--- config.mk ---
export PLATFORM = sky130hd
export DESIGN_NAME = ccfd_top
export DESIGN_NICKNAME = d
export VERILOG_FILES = /design/src/shared/ccfd_pkg.sv /design/src/design/ccfd_top.sv
export SDC_FILE = /design/constraint.sdc
export NUM_CORES = 1
export LEC_CHECK = 0
export BUFFER_PORTS_ARGS = -buffer_cell sky130_fd_sc_hd__clkbuf_2
export CORE_MARGIN = 2
export CORE_UTILIZATION = 49
export DETAILED_ROUTE_END_ITERATION = 7
export HOLD_SLACK_MARGIN = 0.1
export PLACE_DENSITY = 0.76
export RECOVER_POWER = 25
export SYNTH_ARGS = -nofsm -noshare
export SYNTH_HDL_FRONTEND = slang
export SYNTH_SLANG_ARGS = --single-unit
--- constraint.sdc ---
create_clock -name i_clk_sys -period 2.84 [get_ports i_clk_sys]
set_clock_uncertainty 0.2 [all_clocks]
set_input_delay 0.142 -clock i_clk_sys [delete_from_list [all_inputs] [get_ports i_clk_sys]]
set_output_delay 0.142 -clock i_clk_sys [all_outputs]
set_load 0.02 [all_outputs]
--- src/shared/ccfd_pkg.sv ---
// Constants and helpers for the clock controller with frequency divider.
package ccfd_pkg;
    localparam int CCFD_ADDR_W = 5;
    localparam int CCFD_DATA_W = 32;
    // Register byte offsets
    localparam logic [4:0] CCFD_OFF_PWRCTL = 5'h00;
    localparam logic [4:0] CCFD_OFF_CLOCK_SELECT_REGISTER_ZERO = 5'h04;
    localparam logic [4:0] CCFD_OFF_TICKCSR = 5'h08;
    localparam logic [4:0] CCFD_OFF_PGATE = 5'h0C;
    localparam logic [4:0] CCFD_OFF_PSEL = 5'h10;
    localparam logic [4:0] CCFD_OFF_DIVCTL = 5'h14;
    localparam logic [4:0] CCFD_OFF_STATUS = 5'h18;
    // Power control fields
    localparam int CCFD_PWR_XTAL = 0;
    localparam int CCFD_PWR_HIRC = 1;
    localparam int CCFD_PWR_LIRC = 2;
    localparam int CCFD_PWR_PLL = 3;
    localparam int CCFD_PWR_PLLREF = 4;
    localparam int CCFD_PWR_SLEEP = 7;
    localparam logic [7:0] CCFD_PWR_RST = 8'h06;
    // Clock select zero fields
    localparam int CCFD_SYS_LSB = 0;
    localparam int CCFD_TICK_LSB = 3;
    localparam int CCFD_SEL_W = 3;
    localparam logic [2:0] CCFD_SYS_RST = 3'h7;
    localparam logic [2:0] CCFD_TICK_RST = 3'h0;
    // Tick control field
    localparam int CCFD_TICK_SRC = 2;
    // Divider control fields
    localparam int CCFD_DIV_SEL_LSB = 0;
    localparam int CCFD_DIV_SEL_W = 4;
    localparam int CCFD_DIV_EN = 4;
    localparam int CCFD_DIV_STAGES = 16;
    // Source indices into the source vector
    localparam logic [1:0] CCFD_SRC_XTAL = 2'h0;
    localparam logic [1:0] CCFD_SRC_PLL = 2'h1;
    localparam logic [1:0] CCFD_SRC_LIRC = 2'h2;
    localparam logic [1:0] CCFD_SRC_HIRC = 2'h3;
    localparam int CCFD_NSRC = 4;

    typedef enum logic [1:0] {
        CCFD_PWR_RUN = 2'b00,
        CCFD_PWR_DOWN = 2'b01,
        CCFD_PWR_WAKE = 2'b11
    } ccfd_pwr_e;

    typedef enum logic [1:0] {
        CCFD_SW_IDLE = 2'b00,
        CCFD_SW_OFF = 2'b01,
        CCFD_SW_ON = 2'b11
    } ccfd_sw_e;

    // Select code to source index; codes 3..7 pick the RC oscillator
    function automatic logic [1:0] ccfd_sel_idx(input logic [2:0] sel);
        case (sel)
            3'h0: ccfd_sel_idx = CCFD_SRC_XTAL;
            3'h1: ccfd_sel_idx = CCFD_SRC_PLL;
            3'h2: ccfd_sel_idx = CCFD_SRC_LIRC;
            default: ccfd_sel_idx = CCFD_SRC_HIRC;
        endcase
    endfunction : ccfd_sel_idx
endpackage : ccfd_pkg

--- src/design/ccfd_top.sv ---
// Clock controller with source selection, gating, power-down and divider output.
`timescale 1ns/1ps
module ccfd_top
    import ccfd_pkg::*;
#(
    parameter int NUM_PERIPH = 4
) (
    input wire logic i_clk_sys,
    input wire logic i_rst,
    input wire logic [CCFD_ADDR_W-1:0] i_address,
    input wire logic i_read,
    input wire logic i_write,
    input wire logic [CCFD_DATA_W-1:0] i_writedata,
    input wire logic [3:0] i_byteenable,
    output logic [CCFD_DATA_W-1:0] o_readdata,
    output logic o_waitrequest,
    input wire logic i_src_xtal,
    input wire logic i_src_hirc,
    input wire logic i_src_pll,
    input wire logic i_src_lirc,
    input wire logic i_wfi,
    input wire logic i_wake,
    output logic o_xtal_en,
    output logic o_hirc_en,
    output logic o_lirc_en,
    output logic o_pll_en,
    output logic o_pll_ref_sel,
    output logic o_sys_clk,
    output logic o_tick_clk,
    output logic [NUM_PERIPH-1:0] o_periph_clk,
    output logic o_freq_out,
    output logic o_sleeping
);
    localparam int PSEL_W = 2 * NUM_PERIPH;

    // Bus and register state
    logic wait_q;
    logic [CCFD_DATA_W-1:0] rdata_q;
    logic [7:0] pwr_q;
    logic [2:0] sys_sel_q;
    logic [2:0] tick_sel_q;
    logic tick_ext_q;
    logic [NUM_PERIPH-1:0] pgate_q;
    logic [PSEL_W-1:0] psel_q;
    logic [CCFD_DIV_SEL_W-1:0] div_sel_q;
    logic div_en_q;
    // Block state
    ccfd_pwr_e pwr_state_q, pwr_state_d;
    ccfd_sw_e sw_state_q, sw_state_d;
    logic [1:0] act_idx_q, act_idx_d;
    logic [1:0] pend_idx_q, pend_idx_d;
    logic sys_gate_q, sys_gate_d;
    logic [CCFD_DIV_STAGES-1:0] div_cnt_q, div_cnt_d;
    logic div_run_q, div_run_d;

    // Bus decode
    wire req = i_read | i_write;
    wire take = req & wait_q;
    wire wr_fire = i_write & ~wait_q & i_byteenable[0];
    wire wr_pwr = wr_fire & (i_address == CCFD_OFF_PWRCTL);
    wire wr_sel0 = wr_fire & (i_address == CCFD_OFF_CLOCK_SELECT_REGISTER_ZERO);
    wire wr_tick = wr_fire & (i_address == CCFD_OFF_TICKCSR);
    wire wr_pgate = wr_fire & (i_address == CCFD_OFF_PGATE);
    wire wr_psel = wr_fire & (i_address == CCFD_OFF_PSEL);
    wire wr_div = wr_fire & (i_address == CCFD_OFF_DIVCTL);

    // Source vector, indexed by source code
    wire [CCFD_NSRC-1:0] src_vec = {i_src_hirc, i_src_lirc, i_src_pll, i_src_xtal};
    wire in_run = (pwr_state_q == CCFD_PWR_RUN);
    wire sleep_en = pwr_q[CCFD_PWR_SLEEP];
    wire lirc_on = pwr_q[CCFD_PWR_LIRC];

    // Power state machine
    wire enter_down = sleep_en & i_wfi;
    always_comb begin
        case (pwr_state_q)
            CCFD_PWR_RUN: pwr_state_d = enter_down ? CCFD_PWR_DOWN : CCFD_PWR_RUN;
            CCFD_PWR_DOWN: pwr_state_d = i_wake ? CCFD_PWR_WAKE : CCFD_PWR_DOWN;
            CCFD_PWR_WAKE: pwr_state_d = CCFD_PWR_RUN;
            default: pwr_state_d = CCFD_PWR_RUN;
        endcase
    end
    wire run_d = (pwr_state_d == CCFD_PWR_RUN);
    wire down_d = (pwr_state_d != CCFD_PWR_RUN);

    // Glitch-free system clock switch
    wire [1:0] req_idx = ccfd_sel_idx(sys_sel_q);
    always_comb begin
        sw_state_d = sw_state_q;
        act_idx_d = act_idx_q;
        pend_idx_d = pend_idx_q;
        sys_gate_d = sys_gate_q;
        case (sw_state_q)
            CCFD_SW_IDLE: begin
                if (req_idx != act_idx_q) begin
                    pend_idx_d = req_idx;
                    sw_state_d = CCFD_SW_OFF;
                end
            end
            CCFD_SW_OFF: begin
                if (!src_vec[act_idx_q]) begin
                    sys_gate_d = 1'b0;
                    sw_state_d = CCFD_SW_ON;
                end
            end
            CCFD_SW_ON: begin
                if (!src_vec[pend_idx_q]) begin
                    act_idx_d = pend_idx_q;
                    sys_gate_d = 1'b1;
                    sw_state_d = CCFD_SW_IDLE;
                end
            end
            default: sw_state_d = CCFD_SW_IDLE;
        endcase
    end
    wire sys_clk_d = sys_gate_d & run_d & src_vec[act_idx_d];
    wire [1:0] tick_idx = ccfd_sel_idx(tick_sel_q);
    wire tick_clk_d = run_d & (tick_ext_q ? src_vec[tick_idx] : sys_clk_d);

    // Per-peripheral gating and source selection
    logic [NUM_PERIPH-1:0] pclk_d;
    for (genvar gi = 0; gi < NUM_PERIPH; gi++) begin : g_periph
        wire [1:0] p_idx = psel_q[2*gi +: 2];
        wire p_lirc = (p_idx == CCFD_SRC_LIRC);
        wire p_allow = run_d | (p_lirc & lirc_on);
        assign pclk_d[gi] = pgate_q[gi] & p_allow & src_vec[p_idx];
    end

    // Frequency divider
    wire div_out_d = div_cnt_d[div_sel_q];
    always_comb begin
        div_run_d = div_run_q;
        if (div_en_q) begin
            div_run_d = 1'b1;
        end else if (!div_cnt_q[div_sel_q]) begin
            div_run_d = 1'b0;
        end
        div_cnt_d = div_run_d ? div_cnt_q + 1'b1 : div_cnt_q;
    end

    // Read mux
    logic [CCFD_DATA_W-1:0] rmux;
    always_comb begin
        rmux = '0;
        case (i_address)
            CCFD_OFF_PWRCTL: rmux[7:0] = pwr_q;
            CCFD_OFF_CLOCK_SELECT_REGISTER_ZERO: rmux[5:0] = {tick_sel_q, sys_sel_q};
            CCFD_OFF_TICKCSR: rmux[CCFD_TICK_SRC] = tick_ext_q;
            CCFD_OFF_PGATE: rmux[NUM_PERIPH-1:0] = pgate_q;
            CCFD_OFF_PSEL: rmux[PSEL_W-1:0] = psel_q;
            CCFD_OFF_DIVCTL: rmux[4:0] = {div_en_q, div_sel_q};
            CCFD_OFF_STATUS: rmux[6:0] = {div_run_q, act_idx_q, sw_state_q != CCFD_SW_IDLE, 1'b0, pwr_state_q};
            default: rmux = '0;
        endcase
    end

    // Bus slave handshake
    always_ff @(posedge i_clk_sys) begin
        if (i_rst) begin
            wait_q <= 1'b1;
            rdata_q <= '0;
        end else begin
            wait_q <= ~take;
            if (take && i_read) begin
                rdata_q <= rmux;
            end
        end
    end

    // Software registers
    always_ff @(posedge i_clk_sys) begin
        if (i_rst) begin
            pwr_q <= CCFD_PWR_RST;
            sys_sel_q <= CCFD_SYS_RST;
            tick_sel_q <= CCFD_TICK_RST;
            tick_ext_q <= 1'b0;
            pgate_q <= '0;
            psel_q <= '0;
            div_sel_q <= '0;
            div_en_q <= 1'b0;
        end else begin
            if (wr_pwr) pwr_q <= i_writedata[7:0];
            if (wr_sel0) sys_sel_q <= i_writedata[CCFD_SYS_LSB +: CCFD_SEL_W];
            if (wr_sel0) tick_sel_q <= i_writedata[CCFD_TICK_LSB +: CCFD_SEL_W];
            if (wr_tick) tick_ext_q <= i_writedata[CCFD_TICK_SRC];
            if (wr_pgate) pgate_q <= i_writedata[NUM_PERIPH-1:0];
            if (wr_psel) psel_q <= i_writedata[PSEL_W-1:0];
            if (wr_div) div_sel_q <= i_writedata[CCFD_DIV_SEL_LSB +: CCFD_DIV_SEL_W];
            if (wr_div) div_en_q <= i_writedata[CCFD_DIV_EN];
        end
    end

    // Block state
    always_ff @(posedge i_clk_sys) begin
        if (i_rst) begin
            pwr_state_q <= CCFD_PWR_RUN;
            sw_state_q <= CCFD_SW_IDLE;
            act_idx_q <= CCFD_SRC_HIRC;
            pend_idx_q <= CCFD_SRC_HIRC;
            sys_gate_q <= 1'b1;
            div_cnt_q <= '0;
            div_run_q <= 1'b0;
        end else begin
            pwr_state_q <= pwr_state_d;
            sw_state_q <= sw_state_d;
            act_idx_q <= act_idx_d;
            pend_idx_q <= pend_idx_d;
            sys_gate_q <= sys_gate_d;
            div_cnt_q <= div_cnt_d;
            div_run_q <= div_run_d;
        end
    end

    // Registered outputs
    always_ff @(posedge i_clk_sys) begin
        if (i_rst) begin
            o_xtal_en <= 1'b0;
            o_hirc_en <= 1'b1;
            o_lirc_en <= 1'b1;
            o_pll_en <= 1'b0;
            o_pll_ref_sel <= 1'b0;
            o_sys_clk <= 1'b0;
            o_tick_clk <= 1'b0;
            o_periph_clk <= '0;
            o_freq_out <= 1'b0;
            o_sleeping <= 1'b0;
        end else begin
            o_xtal_en <= pwr_q[CCFD_PWR_XTAL] & run_d;
            o_hirc_en <= pwr_q[CCFD_PWR_HIRC] & run_d;
            o_lirc_en <= lirc_on;
            o_pll_en <= pwr_q[CCFD_PWR_PLL] & run_d;
            o_pll_ref_sel <= pwr_q[CCFD_PWR_PLLREF];
            o_sys_clk <= sys_clk_d;
            o_tick_clk <= tick_clk_d;
            o_periph_clk <= pclk_d;
            o_freq_out <= div_out_d & div_run_d;
            o_sleeping <= down_d;
        end
    end

    assign o_readdata = rdata_q;
    assign o_waitrequest = wait_q;
endmodule : ccfd_top

Word level (Yosys, flattened, before mapping)
Cells that the tools add are included.
{ "word_totals": {"ff_bits": 80, "latch_bits": 0, "ram_bits": 0, "mem_bits_ro": 0, "in_bits": 51, "out_inout_bits": 46, "word_cells": 150, "mem_count": 0} }
{ "op_classes": {"addsub": 1, "mul": 0, "div": 0, "n_lt_le_gt_ge": 9, "n_eq_ne": 21, "shift": 0, "muxes": 45, "n_bitwise": 36, "n_reduce_logical": 11} }
{ "ops": {"columns": ["op", "count"], "rows": [
  ["$and 1x1->1", 29],
  ["$lt 2x3->1 const B", 8],
  ["$pmux 2 s3", 3],
  ["$add 16x1->16 const B", 1],
  ["$bmux 1 s2", 8],
  ["$mux 1", 16],
  ["$mux 16", 1],
  ["$eq 5x5->1 const B", 3],
  ["$mux 2", 6],
  ["$pmux 1 s6", 2],
  ["$pmux 2 s6", 1],
  ["$eq 2x2->1 const B", 5],
  ["$eq 5x4->1 const B", 2],
  ["$bmux 1 s4", 2],
  ["$eq 3x1->1 const B", 2],
  ["$eq 3x2->1 const B", 2],
  ["$logic_not 2->1", 3],
  ["$logic_not 3->1", 2],
  ["$ne 2x2->1 const B", 3],
  ["$eq 5x3->1 const B", 1],
  ["$logic_not 5->1", 1],
  ["$lt 4x5->1 const B", 1],
  ["$or 1x1->1", 5],
  ["$pmux 1 s5", 1],
  ["11 further kinds", 15]
]} }

Logic depth before layout (Yosys ltp)
Gate-level depths: netlist of the first run.
{ "depth": {"depth_word": 9, "mapped_depth": 11, "ltp_nobuf": 9} }

Worst setup path after synthesis of the first run
No wires, ideal clock.
{ "synth_timing": {"kind": "register to register", "start": "register div_sel_q[0]", "end": "register o_freq_out", "setup_time_ns": 0.070, "arrival_time_ns": 2.533, "required_time_ns": 2.570, "slack_ns": 0.037, "path_stages_with_launch": 11, "n_path_buf": 2, "synth_period_minus_slack_ns": 2.803, "cell_sequence": "dfxtp_1 buf_6 mux4_2 nor2_1 and3b_1 buf_2 or3_4 a311o_1 a22o_1 o311a_1 a21oi_1"} }
{ "synth_between": {"elab_chain_len": 8} }
{ "synth_rtl": {"columns": ["item", "line_no", "rtl"], "rows": [
  ["start: declaration", "ccfd_top.sv:45", "logic [CCFD_DIV_SEL_W-1:0] div_sel_q;"],
  ["start signal: assignment", "ccfd_top.sv:188", "if (wr_div) div_sel_q <= i_writedata[CCFD_DIV_SEL_LSB +: CCFD_DIV_SEL_W];"],
  ["$bmux 1 s4", "ccfd_top.sv:135", "end else if (!div_cnt_q[div_sel_q]) begin"],
  ["$mux 1 (not written as such)", "ccfd_top.sv:135", null],
  ["$mux 1", "ccfd_top.sv:135", null],
  ["$mux 1", "ccfd_top.sv:133", "if (div_en_q) begin"],
  ["$mux 16", "ccfd_top.sv:138", "div_cnt_d = div_run_d ? div_cnt_q + 1'b1 : div_cnt_q;"],
  ["$bmux 1 s4", "ccfd_top.sv:130", "wire div_out_d = div_cnt_d[div_sel_q];"],
  ["$mux 1 (not written as such)", "ccfd_top.sv:130", null],
  ["$and 1x1->1 *", "ccfd_top.sv:236", "o_freq_out <= div_out_d & div_run_d;"],
  ["end signal: assignment", "ccfd_top.sv:236", null],
  ["end: declaration", "ccfd_top.sv:31", "output logic o_freq_out,"]
]} }
Mark *: on every way between the ends. The rest lies on a longest branch, timed or not. The select of a mux whose other input is x is not followed.
A chain may end at the register's enable or synchronous reset.

Final worst setup path of the first run
Same ends and word-level chain as after synthesis.

==> flow_metrics.py, run 1 <==
metrics = {
    "status": {
        "run_status": "finished, final reports clean",
    },
    "yosys": {
        "yosysSeqAreaShare": 0.378,
        "synth_seq_cells": 80,
        "ys_types": 54,
        "synth.avg_cell_area_sq_um": 8.71,
        "synth_top_flop_cell": "dfxtp_1",
        "synthesis.yosys.warnings": 0,
        "netlist_instances": 486,
        "synthArstFlopShare": 0,
        "synth-edff-count": 0,
        "post_synth_instance_area_sq_um": 4230,
    },
    "route": {
        "drt.antenna.violating_nets": 0,
        "via_per_inst": 5.81,
        "routed_wirelength_um": 11200,
        "first_pass_iters": 5,
        "drc": 0,
        "post_drt_wl_per_cell_um": 16.8,
        "drtIter0Drc": 224,
        "routed-via-count": 3872,
    },
    "finish": {
        "fin_nets": 608,
        "synthToLayoutAreaGrowth_pct": 16.2,
        "finish.cell_count_without_fillers": 666,
        "num_antenna_cells": 0,
        "final_layout_size_suffix_gt1_frac": 0.157,
    },
    "power_and_ir_drop": {
        "leakage_power_nw": 1.98,
        "vdd.ir_drop.worst_v": 0.000364,
        "powerDensity_nw_per_um2": 434,
        "totalPowerFinal_mw": 2.13,
    },
    "sta": {
        "hold_violations": 0,
        "timing.final.crit_share": 0.968,
        "report.final.slew_viol_count": 0,
        "period_minus_slack_ns": 2.75,
        "max_slew.worst_pin.slew_ns": 1.30,
        "slew-limit-headroom": 0.132,
        "fmax_mhz": 364,
        "final-setup-viol-count": 0,
        "setup-tns-final_ns": 0,
    },
    "clock_tree": {
        "post_cts.repair.setup_buffers": 0,
        "cts.sink_count": 80,
        "clk_pin_slew_worst_setup_hold_paths_ns": 0.08,
        "ctsLongestPathBuffers": 2,
        "cts_max_level": 3,
        "ctsRootBufferMaster": "clkbuf_8",
        "cts_buffers": 9,
        "cts_tree": "yes",
        "insertion_delay_ns": 0.35,
    },
    "global_route": {
        "antenna_found_initial": 0,
        "global_route.overflow_total": 0,
        "grt_pass1_vias": 3703,
        "grt_util_all_layers": 0.240,
        "largest_net_degree_at_the_start_of_global_routing": 31,
        "global_route_wire_length_before_repair_um": 18400,
    },
    "worst_setup_path": {
        "critical_setup_path_class": "reg -> reg",
        "critical_path_arrival_ns": 2.83,
        "end_kind": "flop",
        "cp_data_required_time_ns": 2.92,
        "cpMaxStageDelayCell": "mux4_2",
        "crit_path_cell_trace": "mux4_2 > o211a_2 > or3_4 > a311o_1 > a22o_1 > o311a_1 > a21oi_1",
        "crit_path_max_fanout": 5,
        "element_type_at_the_critical_path_start": "flop",
        "worst_path_largest_cell_delay_ns": 0.49,
    },
    "placement": {
        "last_weighted_congestion_value_of_the_routability_driven_placer": 0.962,
        "port_buffers": 45,
        "place_hpwl_um": 8060,
        "placed_cells_incl_taps": 637,
    },
    "floorplan": {
        "design.core.area_sq_um": 8300,
        "die_y_um": 96.9,
        "start_util": 0.510,
        "floorplan.die.width_um": 96.9,
        "boundaryPins": 97,
        "floorplan.rows": 33,
        "dieArea_sq_um": 9400,
    },
    "flow_run": {
        "cap_violations": 0,
    },
    "min_path": {
        "hold_path.class": "in -> reg",
    },
}
## Yosys cell counts (all sizes together) (3+ instances only)
| master | number | area [sq um] |
|---|---|---|
| dfxtp | 80 | 1600 |
| nor2 | 62 | 233 |
| nand2 | 41 | 154 |
| mux2i | 39 | 390 |
| buf | 27 | 201 |
| clkbuf | 25 | 93.8 |
| a21oi | 19 | 95.1 |
| o21ai | 18 | 90.1 |
| nand3 | 15 | 75.1 |
| a22oi | 9 | 67.6 |
| a31oi | 9 | 56.3 |
| inv | 9 | 33.8 |
| nor3 | 9 | 45.0 |
| xor2 | 9 | 78.8 |
| and2 | 8 | 50.1 |
| mux4 | 8 | 180 |
| nor2b | 7 | 43.8 |
| and4 | 6 | 52.6 |
| nand4 | 6 | 37.5 |
| xnor2 | 6 | 52.6 |
| a211oi | 5 | 37.5 |
| a22o | 5 | 43.8 |
| and3 | 5 | 31.3 |
| nand2b | 5 | 31.3 |
| o2111ai | 5 | 43.8 |
| mux2 | 4 | 45.0 |
| nand3b | 4 | 30.0 |
| o311ai | 4 | 35.0 |
| nor3b | 3 | 22.5 |
| nor4 | 3 | 18.8 |
| o31ai | 3 | 22.5 |
| or2 | 3 | 18.8 |
| or3 | 3 | 23.8 |
## state kept, by name, indices dropped and copies added, names as in the netlist, 2 cells and up
register / count
act_idx_q: 2
div_cnt_q: 16
div_sel_q: 4
o_periph_clk: 4
o_readdata: 8
pend_idx_q: 2
pgate_q: 4
psel_q: 8
pwr_q: 8
pwr_state_q: 2
sw_state_q: 2
sys_sel_q: 3
tick_sel_q: 3
## worst max-delay path: cells and delay by family, from the launching register on
| kind | cells | cell delay [ns] |
|---|---|---|
| compound gates | 5 | 1.22 |
| mux | 1 | 0.49 |
| simple gates | 1 | 0.40 |
| flops | 1 | 0.38 |
## metal layers
layer	vias to the layer above	track usage	wire length, um
li1	1844	-	-
met4	0	0.0964	319
met5	-	0	0
met2	155	0.417	5710
met1	1847	0.296	4610
met3	26	0.0405	573
## layout by cell type, fill, tap and decap left out, types with 13 or more instances in the layout
| master | netlist | final |
|---|---|---|
| nand2_1 | 41 | 41 |
| nor2_1 | 62 | 62 |
| mux2i_1 | 39 | 38 |
| conb_1 | 1 | 24 |
| dlygate4sd3_1 | 0 | 13 |
| buf_4 | 24 | 29 |
| o21ai_0 | 18 | 18 |
| clkbuf_1 | 25 | 25 |
| nand3_1 | 15 | 15 |
| clkbuf_2 | 0 | 23 |
| dfxtp_1 | 80 | 79 |
| a21oi_1 | 19 | 19 |
## timing repair
| action | in CTS | in global routing |
|---|---|---|
| endpoints found under the hold margin | 48 | 0 |
| hold buffers | 13 | 0 |
| setup endpoints to repair | 1 | 2 |
| resized for setup | 1 | 7 |
## cell families after synthesis
logic type               after synthesis  share of synthesized area
other                                  1                   0.000886
XOR/XNOR                              15                     0.0310
multiplexers                          51                      0.145
adder cells (fa/ha/maj)                1                    0.00296
AO/OA/AOI/OAI                         94                      0.152
AND/OR/NAND/NOR                      183                      0.211
flip-flops                            80                      0.378
buffers and inverters                 61                     0.0778
## worst paths after layout
kind                        from              to  slack [ns]  cells after the start
setup / recovery    div_sel_q[0]      o_freq_out        0.09                      7
hold / removal        i_src_lirc   sw_state_q[1]        0.13                      3
setup reg to reg    div_sel_q[0]      o_freq_out        0.09                      7
hold reg to reg   pwr_state_q[0]  pwr_state_q[1]        0.29                      2
## cell type report
type                    instances  area (sq um)
multi-input cells             368          2410
clock buffers                  11           131
repair buffers                 88           549
well taps                     105           131
clock inverters                 5          57.6
fillers                       741          3380
flip-flops and latches         80          1610
inverters                       9          33.8
## metrics by stage
stage | hold WS, ns | setup slack [ns] | cell area, sq um | util
2_1_floorplan | 0.0385 | 0.0371 | 4320 | -
3_3_place_gp | 0.155 | 0.0289 | 4600 | 0.555
3_5_place_dp | 0.163 | 0.0170 | 4600 | 0.555
4_1_cts | 0.109 | 0.0640 | 4920 | 0.593
5_1_grt | 0.152 | -0.0177 | 4920 | 0.592
6_report | 0.133 | 0.0905 | 4920 | 0.592
## report_power, final
group | switching, mW | internal (mW) | total (mW)
logic | 0.118 | 0.0572 | 0.175
registers | 0.00704 | 1.13 | 1.14
clock network | 0.413 | 0.405 | 0.819
Power figures use the tool's default switching activity.
==> run 2, diff against run 1 <==
- ABC_AREA: unset -> 1
- PLACE_DENSITY: 0.76 -> 0.77
==> run 2 against run 1 <==
  * Via count up 8.6%
  * Design area fell by 3.8%
  * Synthesized area decreased by 1.4%
  * Clock-buffer cell count down 1
  * Cell count rose by 18%
  * Die area fell by 1.3%
  * Sequential cell count is the same
  * First-iteration DRC count rose by 13%
  * Critical endpoint unchanged
  * Largest power group unchanged
==> flow_metrics.py, run 2 <==
metrics = {
    "status": {
        "run_status": "finished, final reports clean",
    },
    "floorplan": {
        "floorplan.die.width_um": 96.3,
        "start_util": 0.508,
        "dieArea_sq_um": 9270,
        "design.core.area_sq_um": 8220,
        "floorplan.rows": 33,
        "die_y_um": 96.3,
        "boundaryPins": 97,
    },
    "placement": {
        "place_hpwl_um": 8550,
        "port_buffers": 45,
        "pre_cts_slack_ns": 0.453,
        "postPlaceCellArea_sq_um": 4400,
        "last_weighted_congestion_value_of_the_routability_driven_placer": 0.974,
        "placed_cells_incl_taps": 752,
    },
    "route": {
        "routed-via-count": 4205,
        "drc": 0,
        "first_pass_iters": 7,
        "drtIter0Drc": 252,
        "post_drt_wl_per_cell_um": 14.8,
        "drt.antenna.violating_nets": 0,
        "routed_wirelength_um": 11600,
        "via_per_inst": 5.36,
    },
    "clock_tree": {
        "ctsLongestPathBuffers": 2,
        "post_cts.repair.setup_buffers": 0,
        "cts_max_level": 3,
        "postCtsHoldBufs": 17,
        "insertion_delay_ns": 0.36,
        "cts_buffers": 9,
        "cts.sink_count": 80,
        "cts_tree": "yes",
        "ctsRootBufferMaster": "clkbuf_8",
        "post_cts_resized": 0,
        "clk_pin_slew_worst_setup_hold_paths_ns": 0.09,
    },
    "finish": {
        "final_cell_mix": "105 x nand2_1, 80 x dfxtp_1, 79 x inv_1",
        "largest_reg_flops": 16,
        "fin_nets": 727,
        "layout.filler_cells": 824,
        "num_antenna_cells": 0,
        "layout.area.seq_sq_um": 1600,
        "final_layout_size_suffix_gt1_frac": 0.0736,
        "post-route-util": 0.576,
        "multi_input_area_sq_um": 2080,
        "finish.cell_count_without_fillers": 784,
        "finalInstanceArea_sq_um": 4730,
        "synthToLayoutAreaGrowth_pct": 13.4,
        "top_register": "div_cnt_q",
        "layout_commonest_cell": "nand2_1",
    },
    "yosys": {
        "yosysSeqAreaShare": 0.384,
        "cell_types_with_the_highest_counts_after_synthesis": "105 x nand2_1, 80 x dfxtp_1, 79 x inv_1",
        "synth_top_area_cell": "dfxtp_1",
        "post_synth_instance_area_sq_um": 4170,
        "synth.avg_cell_area_sq_um": 6.81,
        "synth_top_flop_cell": "dfxtp_1",
        "synthesis.yosys.warnings": 0,
        "synth.top_cell.area_share": 0.384,
        "synth.area.top_cells": "dfxtp_1 38%, nand2_1 9.4%, nand3_1 7.8%",
        "synthArstFlopShare": 0,
        "netlist_instances": 613,
        "synth_seq_cells": 80,
        "synth-edff-count": 0,
        "ys_types": 34,
        "yosysMostFrequentCell": "nand2_1",
    },
    "sta": {
        "report.final.slew_viol_count": 0,
        "rsz0062_at_grt": "false",
        "slew-limit-headroom": 0.117,
        "period_minus_slack_ns": 2.43,
        "setup-tns-final_ns": 0,
        "hold-worst-slack_ns": 0.150,
        "fmax_mhz": 412,
        "layout_setup_ws_ns": 0.414,
        "max_slew.worst_pin.slew_ns": 1.32,
        "hold_violations": 0,
        "final-setup-viol-count": 0,
        "timing.final.crit_share": 0.854,
    },
    "power_and_ir_drop": {
        "switching_power_mw": 0.565,
        "leakage_power_nw": 1.96,
        "power.share.combinational": 0.080,
        "totalPowerFinal_mw": 2.17,
        "swShare": 0.260,
        "clock_power_frac": 0.396,
        "powerDensity_nw_per_um2": 459,
        "vdd.ir_drop.worst_v": 0.000407,
        "power.internal_mw": 1.61,
        "p_seq_frac": 0.525,
    },
    "global_route": {
        "global_route_wire_length_before_repair_um": 18500,
        "grt_pass1_vias": 3866,
        "global_route.overflow_total": 0,
        "busiest_layer": "met2",
        "antenna_found_initial": 0,
        "met3_usage": 0.0415,
        "largest_net_degree_at_the_start_of_global_routing": 27,
        "grt_use_met2": 0.432,
        "groute.layer.met1.usage": 0.335,
        "grt_util_all_layers": 0.263,
    },
    "worst_setup_path": {
        "worst_path_largest_cell_delay_ns": 0.33,
        "crit_path_cell_trace": "inv_2 > nand2_1 > nand3_1 > nand3_1 > nand2_1 > nand2_1 > nand3_4 > nand2_4 > o21ai_0 > nand2_1 > a21oi_1 > nor2_1 > nor2_1 > nor2_1",
        "crit_path_max_fanout": 19,
        "cpMaxStageDelayCell": "dfxtp_1",
        "cp_common_cell": "nand2_1",
        "critical_setup_path_class": "reg -> reg",
        "end_kind": "flop",
        "element_type_at_the_critical_path_start": "flop",
        "critical_path_arrival_ns": 2.49,
        "cp_data_required_time_ns": 2.91,
    },
    "flow_run": {
        "cap_violations": 0,
    },
    "min_path": {
        "hold_path.class": "in -> reg",
    },
}
-- run 2: area by class of cell --
| class | instances | share of cell area |
|---|---|---|
| Sequential cell | 80 | 0.339 |
| Clock inverter | 5 | 0.0122 |
| Multi-Input combinational cell | 433 | 0.440 |
| Clock buffer | 10 | 0.0291 |
| Tap cell | 105 | 0.0278 |
| Inverter | 81 | 0.0643 |
| Timing Repair Buffer | 70 | 0.0886 |
-- run 2: critical path: cells and delay by family (launching register included) --
| kind | cells | cell delay [ns] |
|---|---|---|
| AO/OA/AOI/OAI | 2 | 0.46 |
| AND/OR/NAND/NOR | 11 | 1.07 |
| buffers and inverters | 1 | 0.25 |
| flip-flops | 1 | 0.33 |
-- run 2: worst paths after layout --
| kind | endpoint | from | slack (ns) | depth (start not counted) |
|---|---|---|---|---|
| setup reg to reg | o_freq_out | div_sel_q[0] | 0.41 | 14 |
| setup / recovery | o_freq_out | div_sel_q[0] | 0.41 | 14 |
| hold / removal | o_sys_clk | i_src_pll | 0.15 | 5 |
| hold reg to reg | pwr_q[5] | pwr_q[5] | 0.26 | 2 |
-- run 2: kinds of logic after synthesis --
| kind of cell | share of synthesized area |
|---|---|
| AND/OR/NAND/NOR | 0.264 |
| AO/OA/AOI/OAI | 0.178 |
| buffers and inverters | 0.139 |
| flip-flops | 0.384 |
| XOR/XNOR | 0.0315 |
| adder cells (fa/ha/maj) | 0.00300 |
| other | 0.000899 |
-- run 2: metal layers --
| metal | vias to the layer above | wire length, um |
|---|---|---|
| met5 | - | 0 |
| met4 | 0 | 406 |
| met3 | 34 | 679 |
| met2 | 166 | 5470 |
| met1 | 1915 | 5090 |
| li1 | 2090 | - |
-- run 2: power by group through the flow --
| stage | combinational [mW] | sequential, mW | clock, mW |
|---|---|---|---|
| after floorplan | 0.112 | 1.17 | 0 |
| after global placement | 0.157 | 1.16 | 0 |
| after detailed placement | 0.158 | 1.17 | 0 |
| after CTS | 0.175 | 1.14 | 0.862 |
| after global routing | 0.189 | 1.14 | 0.907 |
| final | 0.173 | 1.14 | 0.859 |
==> run 3, diff against run 2 <==
- PLACE_DENSITY: 0.77 -> 0.86
==> run 3 against run 2 <==
  * Sequential cell count did not move
  * Combinational power rose by 2%
  * Hold slack got worse by 0.051 ns
  * Clock-buffer cell count did not move
  * Critical endpoint unchanged
==> flow_metrics.py, run 3 (synthesized netlist as in run 2, its figures left out) <==
metrics = {
    "route": {
        "post_drt_wl_per_cell_um": 15.1,
        "first_pass_iters": 6,
        "drt.antenna.violating_nets": 0,
        "via_per_inst": 5.50,
        "routed_wirelength_um": 11800,
        "routed-via-count": 4297,
        "drc": 0,
        "drtIter0Drc": 377,
    },
    "global_route": {
        "global_route.overflow_total": 0,
        "largest_net_degree_at_the_start_of_global_routing": 28,
        "grt_util_all_layers": 0.267,
        "antenna_found_initial": 0,
        "grt_pass1_vias": 3977,
        "global_route_wire_length_before_repair_um": 18900,
    },
    "finish": {
        "finish.cell_count_without_fillers": 781,
        "final_layout_size_suffix_gt1_frac": 0.0695,
        "layout_commonest_cell": "nand2_1",
        "top_register": "div_cnt_q",
        "num_antenna_cells": 0,
        "fin_nets": 726,
        "synthToLayoutAreaGrowth_pct": 13.0,
        "largest_reg_flops": 16,
        "final_cell_mix": "105 x nand2_1, 80 x dfxtp_1, 79 x inv_1",
    },
    "min_path": {
        "worstHoldEndpoint": "pwr_state_q[0]",
        "hold_path.class": "in -> reg",
        "timing.hold.worst.start": "i_wfi",
        "hold_depth": 6,
    },
    "worst_setup_path": {
        "worst_path_largest_cell_delay_ns": 0.57,
        "end_kind": "flop",
        "critical_setup_path_class": "reg -> reg",
        "worst-path-buf-inv": 1,
        "critical_path_arrival_ns": 2.55,
        "cpMaxStageDelayCell": "dfxtp_1",
        "reg2reg_setup_slack_ns": 0.35,
        "cpLargestDelayFamily": "simple AND/OR/NAND/NOR gates",
        "element_type_at_the_critical_path_start": "flop",
        "ff2ff_path_depth": 13,
        "r2r-start": "div_sel_q[1]",
        "crit_path_cell_trace": "inv_2 > nand3_1 > nand3_1 > nand2_1 > nand2_1 > nand3_4 > nand2_4 > o21ai_0 > nand2_1 > a21oi_1 > nor2_1 > nor2_1 > nor2_1",
        "crit_path_max_fanout": 19,
        "cp_data_required_time_ns": 2.91,
        "crit-reg2reg-capture": "o_freq_out",
    },
    "floorplan": {
        "dieArea_sq_um": 9270,
        "floorplan.rows": 33,
        "floorplan.die.width_um": 96.3,
        "start_util": 0.508,
        "die_y_um": 96.3,
        "boundaryPins": 97,
        "design.core.area_sq_um": 8220,
    },
    "placement": {
        "placed_cells_incl_taps": 750,
        "place_hpwl_um": 8410,
        "port_buffers": 45,
        "last_weighted_congestion_value_of_the_routability_driven_placer": 0.938,
    },
    "power_and_ir_drop": {
        "vdd.ir_drop.worst_v": 0.000326,
        "leakage_power_nw": 1.95,
        "p_seq_frac": 0.531,
        "clock_power_frac": 0.386,
        "powerDensity_nw_per_um2": 455,
        "power.internal_mw": 1.60,
        "switching_power_mw": 0.544,
        "swShare": 0.254,
        "power.share.combinational": 0.082,
    },
    "clock_tree": {
        "post_cts_resized": 0,
        "post_cts.repair.setup_buffers": 0,
        "cts_max_level": 3,
        "cts_buffers": 9,
        "cts_tree": "yes",
        "ctsLongestPathBuffers": 2,
        "insertion_delay_ns": 0.36,
        "clk_pin_slew_worst_setup_hold_paths_ns": 0.08,
        "ctsRootBufferMaster": "clkbuf_8",
        "postCtsHoldBufs": 18,
        "cts.sink_count": 80,
    },
    "sta": {
        "slew-limit-headroom": 0.103,
        "fmax_mhz": 402,
        "hold_violations": 0,
        "max_slew.worst_pin.slew_ns": 1.35,
        "report.final.slew_viol_count": 0,
        "setup-tns-final_ns": 0,
        "timing.final.crit_share": 0.875,
        "period_minus_slack_ns": 2.49,
        "final-setup-viol-count": 0,
        "rsz0062_at_grt": "false",
    },
    "flow_run": {
        "cap_violations": 0,
    },
    "status": {
        "run_status": "finished, final reports clean",
    },
}
-- run 3: cell types whose count changed in the layout (fill, tap and decap cells not counted) --
cell,change
clkinvlp_4,-1
dlygate4sd3_1,+1
clkbuf_1,-1
clkbuf_2,+1
clkinv_2,-1
buf_4,-2
-- run 3: worst min-delay path, cell delays in order --
cell      delay [ns]
clkbuf_2        0.08
nand2_1         0.05
a21oi_1         0.08
buf_4           0.16
nand2_1         0.08
inv_1           0.04
-- run 3: worst max-delay path by stage --
stage            startpoint    endpoint  slack [ns]  depth (start not counted)
5_1_grt        div_sel_q[1]  o_freq_out        0.12                         13
2_1_floorplan  div_sel_q[0]  o_freq_out        0.93                         16
4_1_cts        div_sel_q[1]  o_freq_out        0.38                         13
6_report       div_sel_q[1]  o_freq_out        0.35                         13
3_3_place_gp   div_sel_q[1]  o_freq_out        0.43                         13
3_5_place_dp   div_sel_q[1]  o_freq_out        0.39                         13
-- run 3: layout make-up --
type	instances	area, sq um
fill	772	3500
multi-input combinational	433	2080
sequential	80	1600
timing repair buffer	69	415
inverter	81	304
clock buffer	10	138
tap	105	131
clock inverter	3	45.0
-- run 3: routing by layer --
layer,part of all wire,track usage
met1,0.40,0.325
met2,0.49,0.451
met3,0.072,0.0415
met4,0.040,0.142
met5,0,0
-- run 3: power by group through the flow --
stage | combinational [mW] | clock [mW] | sequential, mW
3_5_place_dp | 0.156 | 0 | 1.16
2_1_floorplan | 0.112 | 0 | 1.17
6_report | 0.177 | 0.828 | 1.14
5_1_grt | 0.191 | 0.883 | 1.14
3_3_place_gp | 0.154 | 0 | 1.16
4_1_cts | 0.175 | 0.834 | 1.14
-- run 3: metrics by stage --
| stage | setup slack, ns | utilization | hold WS, ns | instance area, sq um | total power, mW |
|---|---|---|---|---|---|
| 2_1_floorplan | 0.930 | - | 0.0672 | 4260 | 1.29 |
| 3_3_place_gp | 0.435 | 0.534 | 0.160 | 4390 | 1.32 |
| 3_5_place_dp | 0.387 | 0.534 | 0.160 | 4390 | 1.32 |
| 4_1_cts | 0.383 | 0.578 | 0.106 | 4750 | 2.15 |
| 5_1_grt | 0.121 | 0.574 | 0.148 | 4710 | 2.21 |
| 6_report | 0.355 | 0.574 | 0.0985 | 4710 | 2.14 |
